===== src/shared/pfm_defs.vh =====
// Constants of the pin function multiplexer
`ifndef PFM_DEFS_VH
`define PFM_DEFS_VH
// Pulse generator counter width and reset values
`define PFM_PWM_W        8
`define PFM_PWM_RST      8'h00
// Function select codes for the alternate pins
`define PFM_SEL_GPIO     1'b0
`define PFM_SEL_ALT      1'b1
// Flash clock divider: half period in core cycles
`define PFM_SPI_HALF     4'h2
`define PFM_SPI_BITS     4'h8
// Reset value of any pin output enable
`define PFM_OE_RST       1'b0
`endif


===== src/hw/pfm_pin_mux.v =====
// Pin function multiplexer: boot status, irq lines, I2C pins, alternate functions, flash port
//
// How it works
// - Boot status pin low until boot done
// - Reset input high restores every setting
// - Host port irq pulls low, open drain
// - Third port controller only; low detect requests
// - I2C pins only ever driven low
// - Alt mode routes hotplug both ways
// - Pins fourteen, fifteen selectable as pulse outputs
// - Pins sixteen, seventeen enable external paths
// - Flash controller drives clock, select, data
// - Pins reset to undriven inputs
`timescale 1ns/1ps
`include "pfm_defs.vh"
`default_nettype none
module pfm_pin_mux (
   input  wire       clock,
   input  wire       srst,
   input  wire       ce,
   input  wire       hw_reset_in,
   input  wire       boot_done,
   input  wire       host_a_irq_pending,
   input  wire       host_b_irq_pending,
   output reg        host_port_a_irq_n_oe,
   output reg        host_port_b_irq_n_oe,
   output reg        host_port_a_irq_n_o,
   output reg        host_port_b_irq_n_o,
   output reg        boot_status_pin_o,
   output reg        boot_status_pin_oe,
   input  wire [5:0] i2c_pin_i,
   input  wire [5:0] i2c_pull_low,
   output reg  [5:0] i2c_pin_o,
   output reg  [5:0] i2c_pin_oe,
   output reg  [5:0] i2c_pin_level,
   input  wire       ctrl_port_irq_detect_n,
   output reg        ctrl_port_irq_req,
   input  wire       dp_alt_enable,
   input  wire       hpd_tx_level,
   input  wire       hotplug_detect_pin_i,
   output reg        hotplug_detect_pin_o,
   output reg        hotplug_detect_pin_oe,
   output reg        hpd_rx_level,
   input  wire       pwm_a_select,
   input  wire       pwm_b_select,
   input  wire [7:0] pwm_a_duty,
   input  wire [7:0] pwm_b_duty,
   output reg        pulse_out_a,
   output reg        pulse_out_a_oe,
   output reg        pulse_out_b,
   output reg        pulse_out_b_oe,
   input  wire       path_a_select,
   input  wire       path_b_select,
   input  wire       path_a_on,
   input  wire       path_b_on,
   output reg        ext_path_a_enable,
   output reg        ext_path_a_enable_oe,
   output reg        ext_path_b_enable,
   output reg        ext_path_b_enable_oe,
   input  wire       flash_start,
   input  wire [7:0] flash_tx_byte,
   output reg  [7:0] flash_rx_byte,
   output reg        flash_busy,
   output reg        flash_done,
   input  wire       flash_data_in,
   output reg        flash_data_out,
   output reg        flash_clk,
   output reg        flash_cs_n,
   output reg        flash_pins_oe
);
   // Either reset source clears all state but the reset pin synchroniser, which only srst clears
   wire rst_any;
   wire [8:0] pin_sync;
   reg        hw_rst_meta_reg;
   reg        hw_rst_reg;
   reg  [`PFM_PWM_W-1:0] pwm_cnt_reg;
   reg  [3:0] div_reg;
   reg  [3:0] bit_cnt_reg;
   reg  [7:0] shift_reg;
   reg        run_reg;
   integer    k;

   // Reset pin comes from outside, so it is synchronised too
   always @(posedge clock)
   begin
      if (srst)
      begin
         hw_rst_meta_reg <= 1'b0;
         hw_rst_reg      <= 1'b0;
      end
      else if (ce)
      begin
         hw_rst_meta_reg <= hw_reset_in;
         hw_rst_reg      <= hw_rst_meta_reg;
      end
   end
   assign rst_any = srst | hw_rst_reg;

   // Pin inputs: 6 I2C lines, irq detect, hotplug, flash data
   // Detect line enters inverted so the synchroniser's reset zero means no request
   pfm_sync #(.W(9)) u_sync (
      .clock (clock),
      .srst  (rst_any),
      .ce    (ce),
      .d     ({flash_data_in, hotplug_detect_pin_i, ~ctrl_port_irq_detect_n, i2c_pin_i}),
      .q     (pin_sync)
   );

   // Free-running pulse width counter shared by both outputs
   always @(posedge clock)
   begin
      if (rst_any)
         pwm_cnt_reg <= `PFM_PWM_RST;
      else if (ce)
         pwm_cnt_reg <= pwm_cnt_reg + 8'h01;
   end

   // Pin drivers; all enables low after reset so pins float as inputs
   always @(posedge clock)
   begin
      if (rst_any)
      begin
         boot_status_pin_o     <= 1'b0;
         boot_status_pin_oe    <= `PFM_OE_RST;
         host_port_a_irq_n_o   <= 1'b0;
         host_port_b_irq_n_o   <= 1'b0;
         host_port_a_irq_n_oe  <= `PFM_OE_RST;
         host_port_b_irq_n_oe  <= `PFM_OE_RST;
         i2c_pin_o             <= 6'h00;
         i2c_pin_oe            <= 6'h00;
         i2c_pin_level         <= 6'h00;
         ctrl_port_irq_req     <= 1'b0;
         hotplug_detect_pin_o  <= 1'b0;
         hotplug_detect_pin_oe <= `PFM_OE_RST;
         hpd_rx_level          <= 1'b0;
         pulse_out_a           <= 1'b0;
         pulse_out_a_oe        <= `PFM_OE_RST;
         pulse_out_b           <= 1'b0;
         pulse_out_b_oe        <= `PFM_OE_RST;
         ext_path_a_enable     <= 1'b0;
         ext_path_a_enable_oe  <= `PFM_OE_RST;
         ext_path_b_enable     <= 1'b0;
         ext_path_b_enable_oe  <= `PFM_OE_RST;
      end
      else if (ce)
      begin
         // Boot pin held low until boot finishes, then released
         boot_status_pin_o    <= 1'b0;
         boot_status_pin_oe   <= ~boot_done;
         // Irq lines: drive low when pending, float otherwise
         host_port_a_irq_n_o  <= 1'b0;
         host_port_b_irq_n_o  <= 1'b0;
         host_port_a_irq_n_oe <= host_a_irq_pending;
         host_port_b_irq_n_oe <= host_b_irq_pending;
         // Third port is controller only; low detect line means request
         ctrl_port_irq_req    <= pin_sync[6];
         // Hotplug: transmit when alt mode on, receive sampled only when alt mode on
         hotplug_detect_pin_o  <= hpd_tx_level;
         hotplug_detect_pin_oe <= dp_alt_enable;
         hpd_rx_level          <= dp_alt_enable & pin_sync[7];
         // Pulse outputs only when selected
         pulse_out_a    <= pwm_a_select & (pwm_cnt_reg < pwm_a_duty);
         pulse_out_a_oe <= pwm_a_select;
         pulse_out_b    <= pwm_b_select & (pwm_cnt_reg < pwm_b_duty);
         pulse_out_b_oe <= pwm_b_select;
         // External path enables driven both ways once selected
         ext_path_a_enable    <= path_a_select & path_a_on;
         ext_path_a_enable_oe <= path_a_select;
         ext_path_b_enable    <= path_b_select & path_b_on;
         ext_path_b_enable_oe <= path_b_select;
         // Open drain: data always zero, enable pulls the line low
         for (k = 0; k < 6; k = k + 1)
         begin
            i2c_pin_o[k]     <= 1'b0;
            i2c_pin_oe[k]    <= i2c_pull_low[k];
            i2c_pin_level[k] <= pin_sync[k];
         end
      end
   end

   // Flash controller: mode 0, one byte per start, MSB first
   always @(posedge clock)
   begin
      if (rst_any)
      begin
         run_reg        <= 1'b0;
         div_reg        <= 4'h0;
         bit_cnt_reg    <= 4'h0;
         shift_reg      <= 8'h00;
         flash_rx_byte  <= 8'h00;
         flash_busy     <= 1'b0;
         flash_done     <= 1'b0;
         flash_data_out <= 1'b0;
         flash_clk      <= 1'b0;
         flash_cs_n     <= 1'b1;
         flash_pins_oe  <= `PFM_OE_RST;
      end
      else if (ce)
      begin
         flash_done <= 1'b0;
         if (!run_reg)
         begin
            flash_clk <= 1'b0;
            if (flash_start)
            begin
               run_reg        <= 1'b1;
               flash_busy     <= 1'b1;
               flash_pins_oe  <= 1'b1;
               flash_cs_n     <= 1'b0;
               shift_reg      <= flash_tx_byte;
               flash_data_out <= flash_tx_byte[7];
               bit_cnt_reg    <= 4'h0;
               div_reg        <= 4'h0;
            end
         end
         else if (div_reg == `PFM_SPI_HALF - 4'h1)
         begin
            div_reg <= 4'h0;
            if (!flash_clk)
            begin
               // Rising edge: peripheral bit is still passing the synchroniser
               flash_clk <= 1'b1;
            end
            else
            begin
               // Falling edge: synced input shows the bit set up at the last fall;
               // this relies on the half period matching the two-flop latency
               flash_clk <= 1'b0;
               if (bit_cnt_reg == `PFM_SPI_BITS - 4'h1)
               begin
                  run_reg       <= 1'b0;
                  flash_busy    <= 1'b0;
                  flash_done    <= 1'b1;
                  flash_cs_n    <= 1'b1;
                  flash_rx_byte <= {shift_reg[6:0], pin_sync[8]};
               end
               else
               begin
                  bit_cnt_reg    <= bit_cnt_reg + 4'h1;
                  shift_reg      <= {shift_reg[6:0], pin_sync[8]};
                  flash_data_out <= shift_reg[6];
               end
            end
         end
         else
            div_reg <= div_reg + 4'h1;
      end
   end
endmodule // pfm_pin_mux
`default_nettype wire


===== src/hw/pfm_sync.v =====
// Two-flop synchroniser bank for pin inputs
`timescale 1ns/1ps
`default_nettype none
module pfm_sync #(
   parameter W = 8
) (
   input  wire         clock,
   input  wire         srst,
   input  wire         ce,
   input  wire [W-1:0] d,
   output reg  [W-1:0] q
);
   reg [W-1:0] meta_reg;

   // First stage feeds only the second stage
   always @(posedge clock)
   begin
      if (srst)
      begin
         meta_reg <= {W{1'b0}};
         q        <= {W{1'b0}};
      end
      else if (ce)
      begin
         meta_reg <= d;
         q        <= meta_reg;
      end
   end
endmodule // pfm_sync
`default_nettype wire


===== config.mk =====
export PLATFORM = sky130hd
export DESIGN_NAME = pfm_pin_mux
export DESIGN_NICKNAME = d
export VERILOG_FILES = /design/src/hw/pfm_pin_mux.v /design/src/hw/pfm_sync.v
export VERILOG_INCLUDE_DIRS = /design/src /design/src/shared
export SDC_FILE = /design/constraint.sdc
export NUM_CORES = 1
export LEC_CHECK = 0
export BUFFER_PORTS_ARGS = -buffer_cell sky130_fd_sc_hd__buf_2
export CELL_PAD_IN_SITES_DETAIL_PLACEMENT = 1
export CELL_PAD_IN_SITES_GLOBAL_PLACEMENT = 2
export CORE_ASPECT_RATIO = 1.2
export CORE_UTILIZATION = 33
export DETAILED_ROUTE_END_ITERATION = 6
export HOLD_SLACK_MARGIN = 0.15
export PLACE_DENSITY = 0.9
export SKIP_CTS_REPAIR_TIMING = 1
export SYNTH_ARGS = -nofsm -noshare
export SYNTH_HDL_FRONTEND = slang
export SYNTH_SLANG_ARGS = --single-unit

===== constraint.sdc =====
create_clock -name clock -period 3 [get_ports clock]
set_input_delay 0.3 -clock clock [delete_from_list [all_inputs] [get_ports clock]]
set_output_delay 0.3 -clock clock [all_outputs]
set_load 0.05 [all_outputs]

======== After elaboration in Yosys (flattened, before gate mapping) ========
Cells that the tools add are included.
Widths: inputs -> output; s select.
word-level totals
  bits in registers ....................... 85
  bits of input ports ..................... 55
  output and inout port bits .............. 50
  word-level logic and storage cells ...... 99
cells by class
  $add $sub $neg .......................... 3
  order comparisons ....................... 2
  equality and inequality tests ........... 6
  multiplexer cells ....................... 39
  bitwise operators ....................... 9
  reduce and logical (&&, ||, !) cells .... 7
operators by type and width
  cell                 number
  $mux 7               5
  $mux 4               7
  $mux 1               27
  $lt 8x8->1           2
  $reduce_and 5->1     3
  $add 4x1->4 const B  2
  $add 8x1->8 const B  1
  $and 1x1->1          5
  $eq 4x1->1 const B   1
  $eq 4x3->1 const B   1
  $ne 2x1->1 const B   2
  $ne 2x2->1 const B   2
  $reduce_and 2->1     2
  $not 1->1            3
  $reduce_and 3->1     1
  $reduce_bool 2->1    1
  $or 1x1->1           1

======== Depth between registers and ports, before layout ========
Gate-level depths: netlist of the first run.
  depth in word-level cells ............... 5
  gate-level depth with buffers ........... 8

======== Cells and area by module ========
A second synthesis of the first run with hierarchy kept.
unflattened totals
  cell total of the unflattened synthesis .. 391
  area total of the unflattened synthesis .. 3702.3 um^2
modules (own cells, without submodules)
  module       times used  cells each  area each (um^2)
  pfm_pin_mux  1           333         3052.9
  pfm_sync     1           58          649.4

======== Least setup slack after synthesis of the first run ========
No wires, ideal clock.
  kind .................................... flip-flop to flip-flop
  from .................................... register flash_clk
  to ...................................... register flash_data_out
  library setup time ...................... 0.079 ns
  arrival time ............................ 1.594 ns
  setup slack ............................. 1.327 ns
  stages on the path, launching flop included .. 7
  buffers on the path ..................... 2
  cell sequence ........................... dfxtp_1 -> and3_1 -> a32o_1 -> buf_6 -> buf_12 -> nor2_2 -> a211oi_2
on the way
  longest elaborated chain between the ends .. 2
RTL lines
  element                     RTL line           text
  from (decl)                 pfm_pin_mux.v:67   output reg flash_clk,
  from (signal assigned)      pfm_pin_mux.v:194  flash_clk <= 1'b0;
  from (signal assigned)      pfm_pin_mux.v:203  flash_clk <= 1'b0;
  from (signal assigned)      pfm_pin_mux.v:222  flash_clk <= 1'b1;
  $ne 2x2->1 (no line)        n/a
  $reduce_and 5->1 (no line)  n/a
  to (signal assigned)        pfm_pin_mux.v:211  flash_data_out <= flash_tx_byte[7];
  to (signal assigned)        pfm_pin_mux.v:241  flash_data_out <= shift_reg[6];
  to (decl)                   pfm_pin_mux.v:66   output reg flash_data_out,
No other way between the ends.
A chain may end at the register's enable or synchronous reset.

======== Worst setup path after layout of the first run ========
  from .................................... register run_reg
  to ...................................... register bit_cnt_reg[0]
on the way
  longest elaborated chain between the ends .. 2
  elaborated cells between the ends (all ways) .. 6
RTL lines
  element                                       RTL line           text
  from (decl)                                   pfm_pin_mux.v:80   reg run_reg;
  from (signal assigned)                        pfm_pin_mux.v:186  run_reg <= 1'b0;
  from (signal assigned)                        pfm_pin_mux.v:206  run_reg <= 1'b1;
  from (signal assigned)                        pfm_pin_mux.v:231  run_reg <= 1'b0;
  $ne 2x2->1 (no line) (tied with other cells)  n/a
  $reduce_and 5->1 (no line)                    n/a
  to (signal assigned)                          pfm_pin_mux.v:239  bit_cnt_reg <= bit_cnt_reg + 4'h1;
  to (decl)                                     pfm_pin_mux.v:78   reg [3:0] bit_cnt_reg;
Parallel ways exist; a longest one is shown, timed or not.

==> run_results.csv, run 1 <==
group,metric,value,unit
outcome,outcome,"complete, no violations",
logic_synthesis,synth_top_family_by_area,"simple AND/OR/NAND/NOR gates",
floorplan,num_rows,42,
logic_synthesis,ys_ff_latch,85,
logic_synthesis,synth_compound_area_share,8.506,%
logic_synthesis,synth-edff-count,0,
timing,setup_tns,0,ns
flow_run,drv_cap,0,
floorplan,fp.dieW,99.13,um
global_routing,grt_pass1_vias,3213,
finish,layout.nets,553,
detailed_routing,drtIter0Drc,89,
floorplan,die-area,11750,um^2
placed_design,placedCellCount,599,
power_and_ir_drop,p_per_area,563.9,nW/um^2
logic_synthesis,synthDistinctLibCells,43,
logic_synthesis,syn_area,3736,um^2
global_routing,grt.total_usage,15.69,%
detailed_routing,drtAntennaViolNets,0,
global_routing,grt_max_degree,43,
min_path,min_path_type,"in -> reg",
setup_path,arrival,2.54,ns
logic_synthesis,ys_seq_area_share,45.55,%
detailed_routing,num_vias,2967,
logic_synthesis,synthFlopType,"dfxtp_1",
logic_synthesis,syn_area_per_cell,9.604,um^2
power_and_ir_drop,p_sw,0.6891,mW
setup_path,critPathKind,"reg -> reg",
power_and_ir_drop,power_leakage,2.199,nW
finish,design_area,4541,um^2
clocking,clk_pin_slew_worst_paths,0.06,ns
logic_synthesis,yosys_warnings,0,
detailed_routing,drt-pass1-iter-count,4,
timing,skew,0.006236,ns
logic_synthesis,synthCells,389,
timing,fin_crit_sh,77.73,%
setup_path,cp-start-kind,"flop",
timing,maxSlewViolCount,0,
detailed_routing,drc,0,
clocking,clockBufferDepth,2,
finish,insertedDiodeCount,0,
logic_synthesis,yosys.area_share.simple,15.61,%
finish,fill_cells,1328,
placed_design,gp_congestion,0.7137,
placed_design,numPortBuffers,95,
clocking,worstSkewPairLatency,0.33,ns
timing,finalCriticalPeriod,2.332,ns
timing,rsz0062_at_grt,"false",
power_and_ir_drop,seqPwrFrac,47.3,%
global_routing,grt_pass1_wl,14550,um
clocking,htree_levels,3,
clocking,cts_tree,"built",
logic_synthesis,async_flop_share,0,%
clocking,tritoncts.num_buffers,9,
power_and_ir_drop,p_int,1.871,mW
timing,finalSetupViolations,0,
finish,stdcell_count,617,
placed_design,dp_hpwl,6257,um
finish,drive_gt1_share,25.98,%
timing,relSlewSlack,44.27,%
logic_synthesis,yosys.area_share.xor_xnor,1.875,%
setup_path,r2r.worst_path.cells,4,
setup_path,crit_fanout,17,
floorplan,die_h,118.6,um
power_and_ir_drop,power_frac_clock,39.8,%
detailed_routing,viasPerCell,4.809,
logic_synthesis,synth_fa_ha_area_share,6.028,%
global_routing,antenna_found_initial,0,
min_path,min_path_cells,2,
timing,tightest_slew,0.8359,ns
logic_synthesis,muxShareOfSynthArea,15.61,%
floorplan,io-pin-count,105,
power_and_ir_drop,combPwrFrac,12.9,%
finish,syn_to_final_growth,21.53,%
global_routing,grt-ovfl-total,0,
power_and_ir_drop,power,2.560,mW
power_and_ir_drop,ir_worst_vdd,336.6,uV
setup_path,crit_path_end_kind,"flop",
setup_path,critPathRequiredTime,3.21,ns
clocking,cts_root_buf,"clkbuf_16",
clocking,cts_num_sinks,85,
floorplan,initial_core_util,33.85,%
power_and_ir_drop,swShare,26.91,%
timing,fmax,428.8,MHz
detailed_routing,wl_per_cell,13.79,um
placed_design,postPlaceCellArea,4249,um^2
floorplan,core-area,11040,um^2
detailed_routing,wirelength,8507,um
timing,hold_viol,0,
==> per-layer routing <==
layer  vias up  routed length, um  track usage, %
li1       1488                  -               -
met5         -                  0               0
met2        62               4396           28.23
met4         0                136           6.618
met3         7                362           3.548
met1      1410               3611           17.61
==> critical path, stage by stage (launching register included) <==
cell	delay [ns]
dfxtp_1	0.79
and3_1	0.34
a32o_1	0.74
mux2_2	0.30
nor2_2	0.03
==> Yosys cell counts (3+ instances only) <==
| cell type | number | area (um^2) |
|---|---|---|
| buf_2 | 8 | 40.04 |
| o21ai_0 | 10 | 50.05 |
| nand2_1 | 15 | 56.30 |
| xor2_1 | 7 | 61.31 |
| clkbuf_1 | 7 | 26.28 |
| nand3_1 | 7 | 35.03 |
| nor2_2 | 3 | 18.77 |
| inv_1 | 18 | 67.56 |
| nor2_1 | 78 | 292.8 |
| and3_1 | 3 | 18.77 |
| or3_1 | 3 | 18.77 |
| mux2i_1 | 56 | 560.5 |
| nand4_1 | 7 | 43.79 |
| buf_4 | 9 | 67.56 |
| a211oi_1 | 5 | 37.54 |
| a21oi_1 | 13 | 65.06 |
| ha_1 | 18 | 225.2 |
| dfxtp_1 | 85 | 1702 |
| a211oi_2 | 8 | 100.1 |
==> through the flow <==
step,util (%),setup slack [ns],hold slack [ns]
4_1_cts,40.96,0.6858,0.1335
2_1_floorplan,-,1.327,0.3724
5_1_grt,41.15,0.4870,0.1838
3_5_place_dp,38.50,0.7038,0.4531
6_report,41.15,0.6680,0.1691
3_3_place_gp,38.50,0.8153,0.4365
==> power groups by stage <==
stage | combinational [mW] | sequential (mW) | clock, mW
detailed placement | 0.332 | 1.24 | 0
floorplan | 0.190 | 1.30 | 0
global route | 0.363 | 1.22 | 1.10
global placement | 0.322 | 1.23 | 0
CTS | 0.334 | 1.21 | 1.06
finish | 0.330 | 1.21 | 1.02
==> final cells by class <==
class	instances	area, um^2	share of cell area, %
clock inverter	3	21.27	0.4684
multi-input combinational	265	1813	39.93
sequential	85	1702	37.48
timing repair buffer	100	518.0	11.41
tap	132	165.2	3.637
inverter	19	71.32	1.571
clock buffer	13	250.2	5.511
==> kinds of logic (layout without fill, tap and decap cells) <==
group / count (synthesis) / in the layout
AND/OR/NAND/NOR: 128 / 128
flip-flops: 85 / 85
multiplexers: 58 / 58
buffers and inverters: 47 / 135
AO/OA/AOI/OAI: 44 / 44
adder cells (fa/ha/maj): 18 / 18
XOR/XNOR: 8 / 8
other: 1 / 9
==> cells in the final DEF (no fill, tap or decap), types with 5 or more instances in the layout <==
cell type and n:
inv_1 18, buf_2 95, nor2_1 78, nand2_1 15, a211oi_2 8, clkbuf_16 9
xor2_1 7, dfxtp_1 85, conb_1 9, nand4_1 7, ha_1 18, mux2i_1 56
a21oi_1 13, nand3_1 7, o21ai_0 10, a211oi_1 5
==> final timing paths <==
check                                    from         endpoint  slack (ns)
worst min register to register  flash_pins_oe    flash_pins_oe        0.46
worst min-delay path                     srst  hw_rst_meta_reg        0.17
worst max register to register        run_reg   bit_cnt_reg[0]        0.67
worst max-delay path                  run_reg   bit_cnt_reg[0]        0.67
Note: power is estimated with default switching activity, not from simulation.
==> run 2, diff against run 1 <==
--- a/config.mk
+++ b/config.mk
@@ -6,14 +6,15 @@
 export SDC_FILE = /design/constraint.sdc
 export NUM_CORES = 1
 export LEC_CHECK = 0
+export ABC_AREA = 1
 export BUFFER_PORTS_ARGS = -buffer_cell sky130_fd_sc_hd__buf_2
 export CELL_PAD_IN_SITES_DETAIL_PLACEMENT = 1
 export CELL_PAD_IN_SITES_GLOBAL_PLACEMENT = 2
 export CORE_ASPECT_RATIO = 1.2
-export CORE_UTILIZATION = 33
+export CORE_UTILIZATION = 28
 export DETAILED_ROUTE_END_ITERATION = 6
 export HOLD_SLACK_MARGIN = 0.15
-export PLACE_DENSITY = 0.9
+export PLACE_DENSITY = 0.85
 export SKIP_CTS_REPAIR_TIMING = 1
 export SYNTH_ARGS = -nofsm -noshare
 export SYNTH_HDL_FRONTEND = slang
==> constraint.sdc (replaced) <==
create_clock -name clock -period 2.3 [get_ports clock]
set_input_delay 0.23 -clock clock [delete_from_list [all_inputs] [get_ports clock]]
set_output_delay 0.23 -clock clock [all_outputs]
set_load 0.05 [all_outputs]
==> run_results.csv, run 2 <==
group,metric,value,unit
power_and_ir_drop,ir_worst_vdd,318.3,uV
setup_path,worstPathCellList,"dlygate4sd3_1 -> buf_2 -> nor2_1 -> inv_2 -> nor2_1 -> o21ai_0 -> inv_1",
logic_synthesis,synth_area_leaders,"dfxtp_1 (46%), nand2_1 (15%), a21oi_1 (9.2%), ha_1 (6.1%), inv_1 (4.2%)",
detailed_routing,num_vias,3454,
finish,seqCellArea,1702,um^2
timing,layout_setup_ws,0.5430,ns
setup_path,crit_fanout,56,
logic_synthesis,yosys.area.top_type,"dfxtp_1",
global_routing,grt_max_degree,57,
global_routing,grtUsageMet2,26.91,%
timing,tightest_slew,0.9949,ns
placed_design,pre_cts_slack,0.5902,ns
global_routing,grt.total_usage,15.01,%
floorplan,core-area,12780,um^2
clocking,clockBufferDepth,2,
logic_synthesis,yosys_warnings,0,
timing,finalSetupViolations,0,
timing,rsz0062_at_grt,"false",
logic_synthesis,ys_ff_latch,85,
floorplan,die-area,13690,um^2
detailed_routing,wl_per_cell,12.99,um
finish,insertedDiodeCount,0,
global_routing,gr-usage-met3,3.203,%
placed_design,gp_congestion,0.8028,
finish,drive_gt1_share,21.27,%
clocking,cts_tree,"built",
logic_synthesis,synthMostInstantiatedCell,"nand2_1",
global_routing,grt_pass1_wl,16080,um
floorplan,fp.dieW,107.0,um
global_routing,use_met1,17.58,%
global_routing,grt-ovfl-total,0,
timing,fin_crit_sh,76.39,%
power_and_ir_drop,power_leakage,2.190,nW
logic_synthesis,synth_commonest_cells,"nand2_1 (145), dfxtp_1 (85), a21oi_1 (68)",
floorplan,initial_core_util,28.97,%
floorplan,num_rows,45,
logic_synthesis,yosysTopAreaCellShare,45.96,%
finish,syn_to_final_growth,25.95,%
finish,fill_cells,1600,
setup_path,critPathKind,"in -> reg",
clocking,worstSkewPairLatency,0.34,ns
finish,layout_common_cells,"nand2_1 (145), buf_2 (95), dfxtp_1 (85)",
clocking,tritoncts.num_buffers,9,
clocking,htree_levels,3,
power_and_ir_drop,p_per_area,754.2,nW/um^2
clocking,cts_root_buf,"clkbuf_16",
logic_synthesis,async_flop_share,0,%
logic_synthesis,synth-edff-count,0,
placed_design,numPortBuffers,95,
setup_path,arrival,1.99,ns
detailed_routing,drtAntennaViolNets,0,
setup_path,crit_path_end_kind,"flop",
timing,setup_tns,0,ns
timing,fmax,569.2,MHz
detailed_routing,drtIter0Drc,141,
logic_synthesis,synthDistinctLibCells,29,
setup_path,cp_common_cell,"nor2_1",
global_routing,grt_pass1_vias,3384,
detailed_routing,viasPerCell,4.539,
timing,maxSlewViolCount,0,
logic_synthesis,syn_area_per_cell,7.449,um^2
finish,final_common_cell,"nand2_1",
global_routing,antenna_found_initial,0,
placed_design,dp_hpwl,7032,um
logic_synthesis,synthCells,497,
timing,finalCriticalPeriod,1.757,ns
logic_synthesis,synthFlopType,"dfxtp_1",
floorplan,die_h,128.0,um
detailed_routing,wirelength,9888,um
finish,layout.nets,665,
flow_run,drv_cap,0,
detailed_routing,drc,0,
finish,multiInputGateArea,1692,um^2
detailed_routing,drt-pass1-iter-count,4,
setup_path,slowest_delay,0.72,ns
timing,skew,0.006059,ns
timing,relSlewSlack,33.58,%
logic_synthesis,ys_seq_area_share,45.96,%
setup_path,cp-start-kind,"input pin",
setup_path,critPathRequiredTime,2.53,ns
floorplan,io-pin-count,105,
setup_path,slowest_stage,"inv_2",
clocking,cts_num_sinks,85,
logic_synthesis,syn_area,3702,um^2
global_routing,busiest_layer,"met2",
min_path,min_path_type,"in -> reg",
outcome,outcome,"complete, no violations",
clocking,clk_pin_slew_worst_paths,0.06,ns
timing,hold_viol,0,
run 2: changes by cell type after synthesis, sizes merged, moves of 6 or more:
cell,previous run,this run
nor3,0,6
o21ai,10,29
nand2,15,149
a21oi,13,71
a211oi,13,2
mux2i,56,0
inv,18,43
nor2,81,42
run 2: area by class of cell:
class,instances,share of cell area (%)
Tap cell,164,4.400
Clock inverter,3,0.9123
Sequential cell,85,36.49
Clock buffer,13,5.796
Inverter,44,3.569
Multi-Input combinational cell,345,36.28
Timing Repair Buffer,107,12.56
run 2: layer usage:
metal	share of wire, %	vias to the layer above
met2	52	78
met1	43	1603
met4	1.4	0
met3	3.9	13
met5	0	-
li1	-	1760
run 2: final timing paths:
path | start | endpoint | slack, ns | cells past startpoint
max | srst | flash_busy | 0.54 | 7
min | hotplug_detect_pin_i | u_sync.meta_reg[7] | 0.14 | 3
max reg2reg | bit_cnt_reg[0] | shift_reg[5] | 0.57 | 7
min reg2reg | i2c_pin_level[5] | i2c_pin_level[5] | 0.46 | 2
run 2: worst max-delay path: cells and delay by family:
family,cells,cell delay (ns)
AND/OR/NAND/NOR,2,0.21
buffers and inverters,4,1.41
AO/OA/AOI/OAI,1,0.12
run 2: stage by stage:
step / util, % / std cells / hold WS [ns] / power [mW] / cell area [um^2]
final: 36.49 / 761 / 0.1419 / 3.517 / 4663
after global routing: 36.49 / 761 / 0.1476 / 3.684 / 4663
after CTS: 35.86 / 753 / 0.06215 / 3.558 / 4583
after detailed placement: 33.41 / 737 / 0.4219 / 2.048 / 4270
after global placement: 33.41 / 737 / 0.4153 / 2.029 / 4270
after floorplan: - / 505 / 0.2991 / 1.926 / 3732
run 2: power breakdown:
group	switching [mW]	internal [mW]	leakage, nW
registers	0.0376	1.53	0.693
clock network	0.569	0.929	0.152
logic	0.316	0.131	1.35
run 2: cell families (layout without fill, tap and decap cells):
| logic type | count (synthesis) | count (layout) | synth area share [%] |
|---|---|---|---|
| DFF | 85 | 85 | 45.96 |
| AOI/OAI and AO/OA | 103 | 103 | 14.43 |
| buffers and inverters | 75 | 167 | 9.159 |
| other | 1 | 9 | 0.1013 |
| adders and majority gates | 18 | 18 | 6.083 |
| xor gates and xnor gates | 4 | 4 | 0.9462 |
| and+or+nand+nor | 211 | 211 | 23.32 |
==> run 3, diff against run 2 <==
--- a/config.mk
+++ b/config.mk
@@ -11,10 +11,10 @@
 export CELL_PAD_IN_SITES_DETAIL_PLACEMENT = 1
 export CELL_PAD_IN_SITES_GLOBAL_PLACEMENT = 2
 export CORE_ASPECT_RATIO = 1.2
-export CORE_UTILIZATION = 28
+export CORE_UTILIZATION = 26
 export DETAILED_ROUTE_END_ITERATION = 6
 export HOLD_SLACK_MARGIN = 0.15
-export PLACE_DENSITY = 0.85
+export PLACE_DENSITY = 0.83
 export SKIP_CTS_REPAIR_TIMING = 1
 export SYNTH_ARGS = -nofsm -noshare
 export SYNTH_HDL_FRONTEND = slang
==> constraint.sdc (replaced) <==
create_clock -name clock -period 1.5 [get_ports clock]
set_input_delay 0.15 -clock clock [delete_from_list [all_inputs] [get_ports clock]]
set_output_delay 0.15 -clock clock [all_outputs]
set_load 0.05 [all_outputs]
==> run_results.csv, run 3 (synthesis results as in run 2) <==
group,metric,value,unit
setup_path,cp-start-kind,"flop",
clocking,cts_num_sinks,85,
detailed_routing,drc,0,
floorplan,num_rows,47,
global_routing,antenna_found_initial,0,
power_and_ir_drop,power,6.052,mW
setup_path,critPathKind,"reg -> reg",
global_routing,grt-ovfl-total,0,
timing,hold_viol,0,
setup_path,cp-startpoint,"bit_cnt_reg[1]",
timing,maxSlewViolCount,0,
floorplan,fp.dieW,110.9,um
timing,finalSetupViolations,0,
global_routing,grt.total_usage,13.95,%
clocking,clockBufferDepth,2,
power_and_ir_drop,p_per_area,1180,nW/um^2
detailed_routing,drtIter0Drc,111,
flow_run,drv_cap,0,
clocking,tritoncts.num_buffers,9,
outcome,outcome,"complete, no violations",
finish,syn_to_final_growth,38.49,%
finish,layout.nets,699,
global_routing,grt_pass1_wl,16570,um
timing,skew,0.006557,ns
placed_design,placedCellCount,755,
clocking,cts_root_buf,"clkbuf_16",
floorplan,core-area,13820,um^2
setup_path,crit_fanout,6,
setup_path,crit_path_end_kind,"flop",
finish,layout_common_cells,"nand2_1 (142), buf_2 (95), dfxtp_1 (80)",
setup_path,timing.rr.start,"bit_cnt_reg[1]",
setup_path,critPathRequiredTime,1.76,ns
timing,finalCriticalPeriod,1.448,ns
floorplan,io-pin-count,105,
global_routing,grt_pass1_vias,3461,
floorplan,die_h,132.7,um
detailed_routing,wl_per_cell,12.90,um
placed_design,numPortBuffers,95,
finish,insertedDiodeCount,0,
power_and_ir_drop,power_leakage,2.395,nW
detailed_routing,drt-pass1-iter-count,4,
finish,fill_cells,1680,
clocking,clk_pin_slew_worst_paths,0.06,ns
finish,final_common_cell,"nand2_1",
timing,layout_setup_ws,0.05171,ns
finish,stdcell_count,801,
min_path,min_path_type,"in -> reg",
setup_path,arrival,1.71,ns
clocking,cts_tree,"built",
placed_design,dp_hpwl,7428,um
detailed_routing,drtAntennaViolNets,0,
finish,drive_gt1_share,24.60,%
detailed_routing,viasPerCell,4.446,
placed_design,gp_congestion,0.7692,
timing,fin_crit_sh,96.55,%
power_and_ir_drop,ir_worst_vdd,594.7,uV
detailed_routing,wirelength,10330,um
clocking,worstSkewPairLatency,0.34,ns
min_path,min_from,"ce",
timing,fmax,690.5,MHz
detailed_routing,num_vias,3561,
floorplan,initial_core_util,26.79,%
finish,design_area,5127,um^2
global_routing,grt_max_degree,34,
timing,rsz0062_at_grt,"true",
floorplan,die-area,14720,um^2
placed_design,pre_cts_slack,-0.1448,ns
clocking,htree_levels,3,
placed_design,postPlaceCellArea,4387,um^2
run 3: cell types whose count changed in the layout (fill, tap and decap cells not counted), moves of 3 or more:
cell           change
bufinv_16          +4
nor2_1             -3
dfxtp_2            +5
dfxtp_1            -5
buf_4             +11
clkbuf_8           -3
nor2_2             +3
o21ai_1            +6
nand2_1            -3
o21ai_0            -7
dlygate4sd3_1     +20
run 3: layer usage:
metal	vias to the layer above	routed length (um)	GRT usage, %
met5	-	0	0
met4	0	137	5.852
met3	9	327	2.428
met2	70	5280	24.33
met1	1652	4587	16.84
li1	1830	-	-
run 3: metrics by stage:
step	hold slack (ns)	utilization, %	setup TNS (ns)
2_1_floorplan	0.2191	-	0
3_3_place_gp	0.3312	31.74	0
3_5_place_dp	0.3359	31.74	-0.5503
4_1_cts	-0.02605	34.52	-0.9849
5_1_grt	0.1671	37.10	-0.06214
6_report	0.1735	37.10	0
run 3: cell type report:
type	count	area, um^2	share of cell area, %
Tap cell	171	214.0	4.173
Clock inverter	6	158.9	3.099
Timing Repair Buffer	141	919.6	17.94
Inverter	44	166.4	3.245
Sequential cell	85	1708	33.31
Multi-Input combinational cell	345	1735	33.85
Clock buffer	9	225.2	4.392
run 3: final timing paths:
check / slack [ns] / cells after the start / end
min: 0.17 / 3 / u_sync.q[8]
max reg2reg: 0.05 / 9 / flash_rx_byte[6]
max: 0.05 / 9 / flash_rx_byte[6]
min reg2reg: 0.46 / 2 / i2c_pin_level[1]
run 3: worst max-delay path, stage by stage, from the launching register on:
cell and delay, ns:
dfxtp_2 0.33, ha_2 0.17, nand2_1 0.07, nor2_2 0.14
nand2_2 0.09, buf_4 0.16, nor2_8 0.12, buf_4 0.14
nor2_1 0.04, nor2_1 0.12
run 3: power breakdown:
| group | switching [mW] | internal [mW] |
|---|---|---|
| Sequential | 0.0599 | 2.35 |
| Combinational | 0.504 | 0.267 |
| Clock | 0.908 | 1.96 |
